<file path="src/spsp_pkg.sv">
// Constants for the serial port block
// How it works
// - Bytes shift MSB first on data lines
// - Master starts; slave answers on master clock
// - Four polarity/phase modes, both ends equal
// - Master drives clock at selected rate
// - Low select as master forces master and enable off
// - Master data write loads and starts shifting
// - Slave data write loads shift register
// - Slave starts on master clock edges
// - Byte end sets done flag, interrupt
// - Done clears: status access, then data read (or data write as slave)
// - Data writes ignored until status read
// - Data write during transfer sets collision
// - Byte while done set raises overrun
// - Low select as master sets mode fault
// - Output disable releases data output pin
// - Soft management ignores select pin
// - Internal select bit: 0 selected
// - Received byte copied to read buffer
package spsp_pkg;
    localparam int unsigned ADDR_W = 8;
    localparam int unsigned BYTE_W = 8;
    // ----------------------------------------
    // Register map
    // ----------------------------------------
    localparam logic [7:0] OFS_CTRL_STATUS = 8'h00;
    localparam logic [7:0] OFS_DATA        = 8'h04;
    localparam logic [7:0] OFS_CONTROL     = 8'h08;
    localparam logic [7:0] CSR_RESET       = 8'h00;
    localparam logic [7:0] CTL_RESET       = 8'h00;
    localparam logic [7:0] RXBUF_RESET     = 8'h00;
    // ----------------------------------------
    // Status bits
    // ----------------------------------------
    localparam int unsigned CSR_DONE = 7;
    localparam int unsigned CSR_WRITE_COLLISION_FLAG = 6;
    localparam int unsigned CSR_OVR  = 5;
    localparam int unsigned CSR_MODE_FAULT_FLAG = 4;
    localparam int unsigned CSR_SOD  = 2;
    localparam int unsigned CSR_SSM  = 1;
    localparam int unsigned CSR_SSI  = 0;
    // ----------------------------------------
    // Control bits
    // ----------------------------------------
    localparam int unsigned CTL_IRQEN  = 7;
    localparam int unsigned CTL_ENABLE = 6;
    localparam int unsigned CTL_MASTER = 5;
    localparam int unsigned CTL_CLOCK_POLARITY   = 4;
    localparam int unsigned CTL_CLOCK_PHASE   = 3;
    localparam int unsigned CTL_RATE_H = 2;
    localparam int unsigned CTL_RATE_L = 0;
    // ----------------------------------------
    // Serial timing
    // ----------------------------------------
    localparam logic [4:0] EDGES_LAST = 5'h0F;
    localparam logic [2:0] BIT_LAST   = 3'h7;
    localparam int unsigned PIN_SCK  = 3;
    localparam int unsigned PIN_MOSI = 2;
    localparam int unsigned PIN_MISO = 1;
    localparam int unsigned PIN_SS   = 0;
    localparam int unsigned PIN_N    = 4;
    typedef enum logic [0:0] {SCK_IDLE, SCK_RUN} spsp_sck_state_type;
endpackage

</file>
<file path="src/spsp_shift_if.sv">
// Shift engine control and result signals
`timescale 1ns/1ns
interface spsp_shift_if;
    import spsp_pkg::*;
    logic              load;
    logic [BYTE_W-1:0] load_data;
    logic              sample;
    logic              launch;
    logic              abort;
    logic              clock_phase;
    logic              serial_in;
    logic              out_bit;
    logic              busy;
    logic              done;
    logic [BYTE_W-1:0] rx_byte;
    modport ctl (output load, load_data, sample, launch, abort, clock_phase, serial_in,
                 input out_bit, busy, done, rx_byte);
    modport sft (input load, load_data, sample, launch, abort, clock_phase, serial_in,
                 output out_bit, busy, done, rx_byte);
endinterface

</file>
<file path="src/spsp_shifter.sv">
// Byte shift engine shared by master and slave
`timescale 1ns/1ns
module spsp_shifter (
    // Clock and reset
    input wire logic sys_clk,
    input wire logic rst_n,
    // Engine control
    spsp_shift_if.sft sh
);
    import spsp_pkg::*;
    logic [BYTE_W-1:0] sr;
    logic [2:0]        cnt;

    always_ff @(posedge sys_clk or negedge rst_n) begin
        if (!rst_n) begin
            sr         <= RXBUF_RESET;
            cnt        <= 3'h0;
            sh.out_bit <= 1'b0;
            sh.busy    <= 1'b0;
            sh.done    <= 1'b0;
            sh.rx_byte <= RXBUF_RESET;
        end else begin
            sh.done <= 1'b0;
            // Load wins so a deselected slave still takes its next byte
            if (sh.load) begin
                sr         <= sh.load_data;
                sh.out_bit <= sh.load_data[BYTE_W-1];
                cnt        <= 3'h0;
                sh.busy    <= !sh.abort;
            end else if (sh.abort) begin
                cnt     <= 3'h0;
                sh.busy <= 1'b0;
            end else begin
                if (sh.launch) begin
                    sh.out_bit <= sr[BYTE_W-1];
                    if (sh.clock_phase) begin
                        sh.busy <= 1'b1;
                    end
                end
                if (sh.sample) begin
                    sr <= {sr[BYTE_W-2:0], sh.serial_in};
                    if (cnt == BIT_LAST) begin
                        cnt        <= 3'h0;
                        sh.done    <= 1'b1;
                        sh.busy    <= 1'b0;
                        sh.rx_byte <= {sr[BYTE_W-2:0], sh.serial_in};
                    end else begin
                        cnt     <= cnt + 3'h1;
                        sh.busy <= 1'b1;
                    end
                end
            end
        end
    end

    chk_eighth_sample_done: assert property (@(posedge sys_clk) disable iff (!rst_n)
        (sh.sample && !sh.abort && !sh.load && cnt == BIT_LAST) |=> sh.done && !sh.busy)
        else $error("byte end not flagged after eighth sample");
    chk_load_msb_first: assert property (@(posedge sys_clk) disable iff (!rst_n)
        (sh.load && !sh.abort) |=> (sh.out_bit == $past(sh.load_data[BYTE_W-1])) && sh.busy)
        else $error("loaded byte does not present its top bit");
endmodule

</file>
<file path="src/spsp_port.sv">
// Serial port top: APB registers, clocking, flags, pins
`timescale 1ns/1ns
module spsp_port #(
    parameter int unsigned HALF_BASE = 1
) (
    // Clock and reset
    input  wire logic                        sys_clk,
    input  wire logic                        rst_n,
    // APB slave
    input  wire logic [spsp_pkg::ADDR_W-1:0] paddr,
    input  wire logic                        psel,
    input  wire logic                        penable,
    input  wire logic                        pwrite,
    input  wire logic [31:0]                 pwdata,
    output logic      [31:0]                 prdata,
    output logic                             pready,
    output logic                             pslverr,
    // Interrupt
    input  wire logic                        cpu_irq_mask,
    output logic                             irq_req,
    // Serial clock pin
    input  wire logic                        sck_in,
    output logic                             sck_out,
    output logic                             sck_oe,
    // Data pins
    input  wire logic                        mosi_in,
    output logic                             mosi_out,
    output logic                             mosi_oe,
    input  wire logic                        miso_in,
    output logic                             miso_out,
    output logic                             miso_oe,
    // Slave select pin
    input  wire logic                        ss_n_in
);
    import spsp_pkg::*;

    if (HALF_BASE < 1 || HALF_BASE > 2) begin : g_half_check
        $error("HALF_BASE must be 1 or 2");
    end

    // ----------------------------------------
    // Pin synchronisers
    // ----------------------------------------
    logic [PIN_N-1:0] pin_meta;
    logic [PIN_N-1:0] pin_sync;
    logic             sck_prev;

    always_ff @(posedge sys_clk or negedge rst_n) begin
        if (!rst_n) begin
            pin_meta <= '0;
            pin_sync <= '0;
            sck_prev <= 1'b0;
        end else begin
            pin_meta <= {sck_in, mosi_in, miso_in, ss_n_in};
            pin_sync <= pin_meta;
            sck_prev <= pin_sync[PIN_SCK];
        end
    end

    // ----------------------------------------
    // Register state
    // ----------------------------------------
    logic [7:0]        ctrl;
    logic              output_disable;
    logic              select_soft_manage;
    logic              internal_select_level;
    logic              done_flag;
    logic              write_collision_flag;
    logic              overrun_flag;
    logic              mode_fault_flag;
    logic [BYTE_W-1:0] rx_buf;
    logic              acc_seen;
    logic              rd_seen;
    logic              write_collision_flag_seen;
    logic              mode_fault_flag_seen;

    spsp_shift_if sh ();

    spsp_shifter u_shifter (
        .sys_clk (sys_clk),
        .rst_n   (rst_n),
        .sh      (sh)
    );

    // ----------------------------------------
    // Bus decode
    // ----------------------------------------
    logic       fin;
    logic       hit;
    logic       wr_csr;
    logic       acc_csr;
    logic       rd_csr;
    logic       wr_data;
    logic       rd_data;
    logic       wr_ctl;
    logic [7:0] rd_mux;

    assign fin     = psel & penable & pready;
    assign acc_csr = fin & (paddr == OFS_CTRL_STATUS);
    assign wr_csr  = acc_csr & pwrite;
    assign rd_csr  = acc_csr & ~pwrite;
    assign wr_data = fin & pwrite & (paddr == OFS_DATA);
    assign rd_data = fin & ~pwrite & (paddr == OFS_DATA);
    assign wr_ctl  = fin & pwrite & (paddr == OFS_CONTROL);

    always_comb begin
        hit    = 1'b1;
        rd_mux = 8'h00;
        case (paddr)
            OFS_CTRL_STATUS: rd_mux = {done_flag, write_collision_flag, overrun_flag, mode_fault_flag, 1'b0, output_disable, select_soft_manage, internal_select_level};
            OFS_DATA:        rd_mux = rx_buf;
            OFS_CONTROL:     rd_mux = ctrl;
            default:         hit = 1'b0;
        endcase
    end

    // Two-phase answer: pready rises one cycle into access
    always_ff @(posedge sys_clk or negedge rst_n) begin
        if (!rst_n) begin
            pready  <= 1'b0;
            pslverr <= 1'b0;
            prdata  <= 32'h0000_0000;
        end else begin
            pready  <= psel & penable & ~pready;
            pslverr <= psel & penable & ~pready & ~hit;
            if (psel && penable && !pready) begin
                prdata <= {24'h00_0000, pwrite ? 8'h00 : rd_mux};
            end
        end
    end

    // ----------------------------------------
    // Mode decode
    // ----------------------------------------
    logic       is_master;
    logic       en;
    logic       clock_polarity;
    logic       clock_phase;
    logic       ss_eff_n;
    logic       fault;
    logic       slave_act;
    logic       inhibit;
    logic       done_clr;
    logic [2:0] rate;

    assign is_master = ctrl[CTL_MASTER];
    assign en        = ctrl[CTL_ENABLE];
    assign clock_polarity      = ctrl[CTL_CLOCK_POLARITY];
    assign clock_phase      = ctrl[CTL_CLOCK_PHASE];
    assign rate      = ctrl[CTL_RATE_H:CTL_RATE_L];
    assign ss_eff_n  = select_soft_manage ? internal_select_level : pin_sync[PIN_SS];
    assign fault     = is_master & ~ss_eff_n;
    assign slave_act = en & ~is_master & ~ss_eff_n;
    assign inhibit   = done_flag & ~rd_seen;
    assign done_clr  = acc_seen & (rd_data | (wr_data & ~is_master));

    // ----------------------------------------
    // Control and select registers
    // ----------------------------------------
    always_ff @(posedge sys_clk or negedge rst_n) begin
        if (!rst_n) begin
            ctrl <= CTL_RESET;
        end else if (fault) begin
            ctrl[CTL_MASTER] <= 1'b0;
            ctrl[CTL_ENABLE] <= 1'b0;
        end else if (wr_ctl) begin
            ctrl <= pwdata[7:0];
        end
    end

    always_ff @(posedge sys_clk or negedge rst_n) begin
        if (!rst_n) begin
            output_disable <= CSR_RESET[CSR_SOD];
            select_soft_manage <= CSR_RESET[CSR_SSM];
            internal_select_level <= CSR_RESET[CSR_SSI];
        end else if (wr_csr) begin
            output_disable <= pwdata[CSR_SOD];
            select_soft_manage <= pwdata[CSR_SSM];
            internal_select_level <= pwdata[CSR_SSI];
        end
    end

    // ----------------------------------------
    // Shift start
    // ----------------------------------------
    logic load_ok;

    assign load_ok      = wr_data & ~inhibit & ~sh.busy & en;
    assign sh.load      = load_ok;
    assign sh.load_data = pwdata[BYTE_W-1:0];
    assign sh.clock_phase      = clock_phase;
    assign sh.abort     = ~en | (~is_master & ss_eff_n);
    assign sh.serial_in = is_master ? pin_sync[PIN_MISO] : pin_sync[PIN_MOSI];

    // ----------------------------------------
    // Master clock generator
    // ----------------------------------------
    spsp_sck_state_type sck_state;
    logic [8:0]         div_cnt;
    logic [8:0]         half_len;
    logic [4:0]         edge_cnt;
    logic               tick;

    assign half_len = 9'(HALF_BASE) << rate;
    assign tick     = (sck_state == SCK_RUN) && (div_cnt == half_len - 9'h001);

    always_ff @(posedge sys_clk or negedge rst_n) begin
        if (!rst_n) begin
            sck_state <= SCK_IDLE;
            div_cnt   <= 9'h000;
            edge_cnt  <= 5'h00;
            sck_out   <= 1'b0;
        end else if (sh.abort || !is_master) begin
            sck_state <= SCK_IDLE;
            div_cnt   <= 9'h000;
            edge_cnt  <= 5'h00;
            sck_out   <= clock_polarity;
        end else begin
            case (sck_state)
                SCK_IDLE: begin
                    sck_out <= clock_polarity;
                    if (load_ok) begin
                        sck_state <= SCK_RUN;
                        div_cnt   <= 9'h000;
                        edge_cnt  <= 5'h00;
                    end
                end
                SCK_RUN: begin
                    if (tick) begin
                        div_cnt  <= 9'h000;
                        sck_out  <= ~sck_out;
                        edge_cnt <= edge_cnt + 5'h01;
                        if (edge_cnt == EDGES_LAST) begin
                            sck_state <= SCK_IDLE;
                        end
                    end else begin
                        div_cnt <= div_cnt + 9'h001;
                    end
                end
                default: begin
                    sck_state <= SCK_IDLE;
                end
            endcase
        end
    end

    // ----------------------------------------
    // Edge events
    // ----------------------------------------
    logic s_edge;
    logic lead;
    logic trail;

    assign s_edge = pin_sync[PIN_SCK] != sck_prev;
    always_comb begin
        if (is_master) begin
            lead  = tick & ~edge_cnt[0];
            trail = tick & edge_cnt[0];
        end else begin
            lead  = slave_act & s_edge & (pin_sync[PIN_SCK] != clock_polarity);
            trail = slave_act & s_edge & (pin_sync[PIN_SCK] == clock_polarity);
        end
    end
    assign sh.sample = clock_phase ? trail : lead;
    assign sh.launch = clock_phase ? lead : trail;

    // ----------------------------------------
    // Status flags
    // ----------------------------------------
    always_ff @(posedge sys_clk or negedge rst_n) begin
        if (!rst_n) begin
            done_flag <= CSR_RESET[CSR_DONE];
            acc_seen  <= 1'b0;
            rd_seen   <= 1'b0;
        end else begin
            if (sh.done) begin
                done_flag <= 1'b1;
            end else if (done_clr) begin
                done_flag <= 1'b0;
            end
            if (done_clr || !done_flag) begin
                acc_seen <= 1'b0;
                rd_seen  <= 1'b0;
            end else begin
                acc_seen <= acc_seen | acc_csr;
                rd_seen  <= rd_seen | rd_csr;
            end
        end
    end

    // Buffer keeps the unread byte on overrun
    always_ff @(posedge sys_clk or negedge rst_n) begin
        if (!rst_n) begin
            rx_buf <= RXBUF_RESET;
        end else if (sh.done && !done_flag) begin
            rx_buf <= sh.rx_byte;
        end
    end

    always_ff @(posedge sys_clk or negedge rst_n) begin
        if (!rst_n) begin
            write_collision_flag      <= CSR_RESET[CSR_WRITE_COLLISION_FLAG];
            write_collision_flag_seen <= 1'b0;
        end else begin
            if (wr_data && !inhibit && sh.busy) begin
                write_collision_flag <= 1'b1;
            end else if (write_collision_flag_seen && (rd_data || wr_data)) begin
                write_collision_flag <= 1'b0;
            end
            if (write_collision_flag_seen && (rd_data || wr_data)) begin
                write_collision_flag_seen <= 1'b0;
            end else if (acc_csr && write_collision_flag) begin
                write_collision_flag_seen <= 1'b1;
            end
        end
    end

    always_ff @(posedge sys_clk or negedge rst_n) begin
        if (!rst_n) begin
            overrun_flag <= CSR_RESET[CSR_OVR];
        end else if (sh.done && done_flag) begin
            overrun_flag <= 1'b1;
        end else if (rd_csr) begin
            overrun_flag <= 1'b0;
        end
    end

    always_ff @(posedge sys_clk or negedge rst_n) begin
        if (!rst_n) begin
            mode_fault_flag      <= CSR_RESET[CSR_MODE_FAULT_FLAG];
            mode_fault_flag_seen <= 1'b0;
        end else begin
            if (fault) begin
                mode_fault_flag <= 1'b1;
            end else if (mode_fault_flag_seen && wr_ctl) begin
                mode_fault_flag <= 1'b0;
            end
            if (!mode_fault_flag || (mode_fault_flag_seen && wr_ctl && !fault)) begin
                mode_fault_flag_seen <= 1'b0;
            end else if (acc_csr) begin
                mode_fault_flag_seen <= 1'b1;
            end
        end
    end

    // ----------------------------------------
    // Pin and interrupt outputs
    // ----------------------------------------
    always_ff @(posedge sys_clk or negedge rst_n) begin
        if (!rst_n) begin
            sck_oe   <= 1'b0;
            mosi_out <= 1'b0;
            mosi_oe  <= 1'b0;
            miso_out <= 1'b0;
            miso_oe  <= 1'b0;
            irq_req  <= 1'b0;
        end else begin
            sck_oe   <= en & is_master;
            mosi_out <= sh.out_bit;
            miso_out <= sh.out_bit;
            mosi_oe  <= en & is_master & ~output_disable;
            miso_oe  <= slave_act & ~output_disable;
            irq_req  <= ctrl[CTL_IRQEN] & ~cpu_irq_mask & (done_flag | overrun_flag | mode_fault_flag);
        end
    end

    // ----------------------------------------
    // Checks
    // ----------------------------------------
    chk_done_after_byte: assert property (@(posedge sys_clk) disable iff (!rst_n)
        sh.done |=> done_flag)
        else $error("done flag not set after byte");
    chk_irq_from_flag: assert property (@(posedge sys_clk) disable iff (!rst_n)
        (done_flag && ctrl[CTL_IRQEN] && !cpu_irq_mask) |=> irq_req)
        else $error("enabled done flag gave no interrupt");
    chk_inhibit_write: assert property (@(posedge sys_clk) disable iff (!rst_n)
        (wr_data && done_flag && !rd_seen) |-> !sh.load ##1 !write_collision_flag || $past(write_collision_flag))
        else $error("data write not ignored while done set");
    chk_write_collision_flag_busy: assert property (@(posedge sys_clk) disable iff (!rst_n)
        (wr_data && sh.busy && !inhibit) |=> write_collision_flag && !$past(sh.load))
        else $error("collision not flagged");
    chk_fault_drops: assert property (@(posedge sys_clk) disable iff (!rst_n)
        fault |=> mode_fault_flag && !is_master && !en ##1 !sck_oe)
        else $error("mode fault did not drop master role");
    chk_ovr_set: assert property (@(posedge sys_clk) disable iff (!rst_n)
        (sh.done && done_flag) |=> overrun_flag && $stable(rx_buf))
        else $error("overrun not flagged or buffer overwritten");
    chk_rxbuf_copy: assert property (@(posedge sys_clk) disable iff (!rst_n)
        (sh.done && !done_flag) |=> rx_buf == $past(sh.rx_byte))
        else $error("received byte not buffered");
    chk_sod_release: assert property (@(posedge sys_clk) disable iff (!rst_n)
        output_disable |=> !mosi_oe && !miso_oe)
        else $error("data output driven while disabled");
    chk_done_clear: assert property (@(posedge sys_clk) disable iff (!rst_n)
        (done_flag && !acc_seen && !sh.done) |=> done_flag)
        else $error("done cleared without status access");
endmodule

</file>
<file path="config.mk">
export PLATFORM = sky130hd
export DESIGN_NAME = spsp_port
export DESIGN_NICKNAME = d
export VERILOG_FILES = /design/src/spsp_pkg.sv /design/src/spsp_shift_if.sv /design/src/spsp_shifter.sv /design/src/spsp_port.sv
export SDC_FILE = /design/constraint.sdc
export NUM_CORES = 1
export LEC_CHECK = 0
export BUFFER_PORTS_ARGS = -buffer_cell sky130_fd_sc_hd__clkbuf_2
export CELL_PAD_IN_SITES_DETAIL_PLACEMENT = 0
export CELL_PAD_IN_SITES_GLOBAL_PLACEMENT = 1
export CORE_MARGIN = 4
export CORE_UTILIZATION = 46
export DETAILED_ROUTE_END_ITERATION = 8
export PLACE_DENSITY = 0.86
export SLEW_MARGIN = 25
export SYNTH_ARGS = -nofsm -noshare
export SYNTH_HDL_FRONTEND = slang
export SYNTH_SLANG_ARGS = --single-unit
export TNS_END_PERCENT = 10
</file>
<file path="constraint.sdc">
create_clock -name sys_clk -period 9.08 [get_ports sys_clk]
set_input_delay 0.908 -clock sys_clk [delete_from_list [all_inputs] [get_ports sys_clk]]
set_output_delay 0.908 -clock sys_clk [all_outputs]
set_load 0.02 [all_outputs]
</file>
==> flow_metrics.tcl <==
set metrics [dict create \
    setup_tns_ps 0 \
    p_seq_share_pct 57.9 \
    die_y_um 106 \
    power_density_nw_per_um2 144 \
    nets 497 \
    min_period_ps 3800 \
    post-place-ws_ps 5300 \
    postRouteAntennaNets 0 \
    peakVddDrop_uv 55.1 \
    p_comb_share_pct 5.1 \
    synth_ff_type "dfrtp_1" \
    synthArstFlopShare_pct 100 \
    setup_viol 0 \
    finalMaxSlewViolations 0 \
    syn2layout_area_growth_pct 8.65 \
    ys_seq_elements 89 \
    slew_headroom_pct 47.5 \
    p_leak_nw 2.31 \
    antenna_found_initial 0 \
    endpoint_kind "flip-flop" \
    track_usage_pct 16.1 \
    crit_path_start_kind "flip-flop" \
    yosys.area.top_type "dfrtp_1" \
    post_cts_buffers 0 \
    dieArea_sq_um 11200 \
    top_layer "met4" \
    cp_data_required_time_ps 9310 \
    dp.cells 559 \
    worstHoldPathType "flip-flop to flip-flop" \
    wl_per_cell_um 14.9 \
    clk_path_buf_depth 2 \
    post-route-util_pct 51.7 \
    grt_max_degree 90 \
    grt_pass1_vias 2931 \
    wl_met3_um 371 \
    syn_inst 409 \
    timing.final.crit_share_pct 41.8 \
    p_int_uw 517 \
    p_clk_share_pct 37.0 \
    min_to "pin_sync[0]" \
    rr_worst_depth 10 \
    wirelength_um 8570 \
    gp_congestion 0.834 \
    tritoncts "done" \
    synth_area_leaders "dfrtp_1 (50%), mux2i_1 (5.4%), buf_4 (4.6%), mux2_2 (3.6%), mux2_1 (3.3%)" \
    wl_met2_um 3830 \
    cts_sinks 89 \
    grt_setup_unrepaired "false" \
    tightestPinTransition_ps 788 \
    reg2reg_from "ctrl[2]" \
    via_per_inst 5.26 \
    io_pins 91 \
    critPathArrivalTime_ps 4030 \
    fmax_ghz 0.263 \
    h-tree-depth 3 \
    cts_inserted_buffers 9 \
    drive_gt1_share_pct 18.4 \
    synth_most_common_cell "dfrtp_1" \
    rrSetupSlack_ps 5280 \
    yosys-top-cells-count "dfrtp_1 (89), nand2_1 (31), buf_4 (27)" \
    numPortBuffers 42 \
    yosysSeqAreaShare_pct 50.5 \
    root_buffer "clkbuf_8" \
    ys_types 58 \
    die-width_um 106 \
    synth.avg_cell_area_sq_um 10.8 \
    hold_viol 0 \
    holdBufCountCts 0 \
    drt_iter0_drc 134 \
    min_from "pin_meta[0]" \
    diodes 0 \
    yosys_warnings 0 \
    synth_area_sq_um 4410 \
    insertion_delay_ps 350 \
    rows 35 \
    finalClockSkew_ps 14.7 \
    r2r-end "u_shifter.sh.rx_byte[2]" \
    outcome "complete, no violations" \
    drtPass1Iterations 4 \
    p_switching_uw 175 \
    p_sw_share_pct 25.3 \
    coreArea_sq_um 9280 \
    drcViolationCount 0 \
    dp_hpwl_um 6300 \
    critPathKind "flip-flop to flip-flop" \
    wl_met1_um 4270 \
    fin_ws_ps 5280 \
    instances_no_fill 575 \
    initial_core_util_pct 47.5 \
    cap_violations 0 \
    holdWs_ps 351 \
    path_clk_slew_ps 90 \
    grt_pass1_wl_um 14600 \
    worstPathMaxFanout 13 \
    vias 3027 \
    synth.top_cell.area_share_pct 50.5 \
    cts_resized 0 \
    gr-total-overflow 0 \
    hold_depth 0 \
    synth-edff-count 0 \
]
==> power by group through the flow <==
stage	clock (mW)	sequential, mW	combinational (mW)
after floorplan	0	0.409	0.0258
after global placement	0	0.409	0.0351
after CTS	0.264	0.401	0.0359
after detailed placement	0	0.409	0.0358
after global routing	0.280	0.401	0.0395
final	0.256	0.401	0.0353
==> layout make-up <==
class,count,area [sq um]
clock buffers,10,138
clock inverters,6,48.8
fillers,862,4490
inverters,10,37.5
multi-input cells,288,1960
flip-flops and latches,89,2230
well taps,129,161
repair buffers,43,224
==> placed cells by master (no fill, tap or decap), types with 9 or more instances in the layout <==
cell / instances
dfrtp_1: 89
clkbuf_2: 41
nand2_1: 31
nor2_1: 26
mux2i_1: 24
conb_1: 24
o21ai_1: 20
o21ai_0: 14
mux2_2: 14
mux2_1: 13
a21oi_1: 11
inv_1: 10
and3_1: 10
clkbuf_8: 10
a22o_1: 9
==> flip-flops by register name, indices dropped and copies added, names as in the netlist, 3 cells and up <==
name,flops
prdata,8
u_shifter.sr,8
ctrl,8
pin_meta,4
u_shifter.sh.rx_byte,8
u_shifter.cnt,3
rx_buf,8
div_cnt,9
pin_sync,4
edge_cnt,5
==> cells by family after synthesis <==
| kind of cell | after synthesis | synth area share (%) |
|---|---|---|
| other | 1 | 0.0850 |
| AND/OR/NAND/NOR | 122 | 15.0 |
| XOR/XNOR | 9 | 1.79 |
| flip-flops | 89 | 50.5 |
| multiplexers | 51 | 12.3 |
| buffers and inverters | 55 | 7.11 |
| AO/OA/AOI/OAI | 76 | 11.6 |
| adder cells (fa/ha/maj) | 6 | 1.70 |
==> worst max-delay path by stage <==
stage | to | slack (ps) | cells after the start | startpoint
4_1_cts | u_shifter.sh.rx_byte[2] | 5290 | 10 | ctrl[2]
3_5_place_dp | u_shifter.sh.rx_byte[6] | 5300 | 10 | ctrl[2]
6_report | u_shifter.sh.rx_byte[2] | 5280 | 10 | ctrl[2]
2_1_floorplan | u_shifter.sh.rx_byte[0] | 5890 | 13 | ctrl[0]
5_1_grt | u_shifter.sh.rx_byte[1] | 5020 | 10 | ctrl[2]
3_3_place_gp | u_shifter.sh.rx_byte[7] | 5390 | 10 | ctrl[2]
==> stage by stage <==
| stage | cell area, sq um | power (mW) |
|---|---|---|
| final | 4800 | 0.692 |
| after CTS | 4800 | 0.700 |
| after floorplan | 4500 | 0.435 |
| after global routing | 4800 | 0.721 |
| after detailed placement | 4610 | 0.444 |
| after global placement | 4610 | 0.444 |
==> critical path, cell delays in order, from the launching register on <==
cell and delay [ps]:
dfrtp_1 510, or3_1 460, ha_1 340, nor3b_1 230, o21ai_1 80, a221o_1 320, a21oi_2 270, a31oi_1 240
a22oi_2 370, and3_1 490, mux2_1 370
==> metal layers <==
| metal | vias up | track usage [%] |
|---|---|---|
| met3 | 6 | 3.16 |
| met5 | - | 0 |
| met2 | 71 | 23.8 |
| met1 | 1489 | 23.9 |
| met4 | 0 | 5.09 |
| li1 | 1461 | - |
Power figures use the tool's default switching activity.
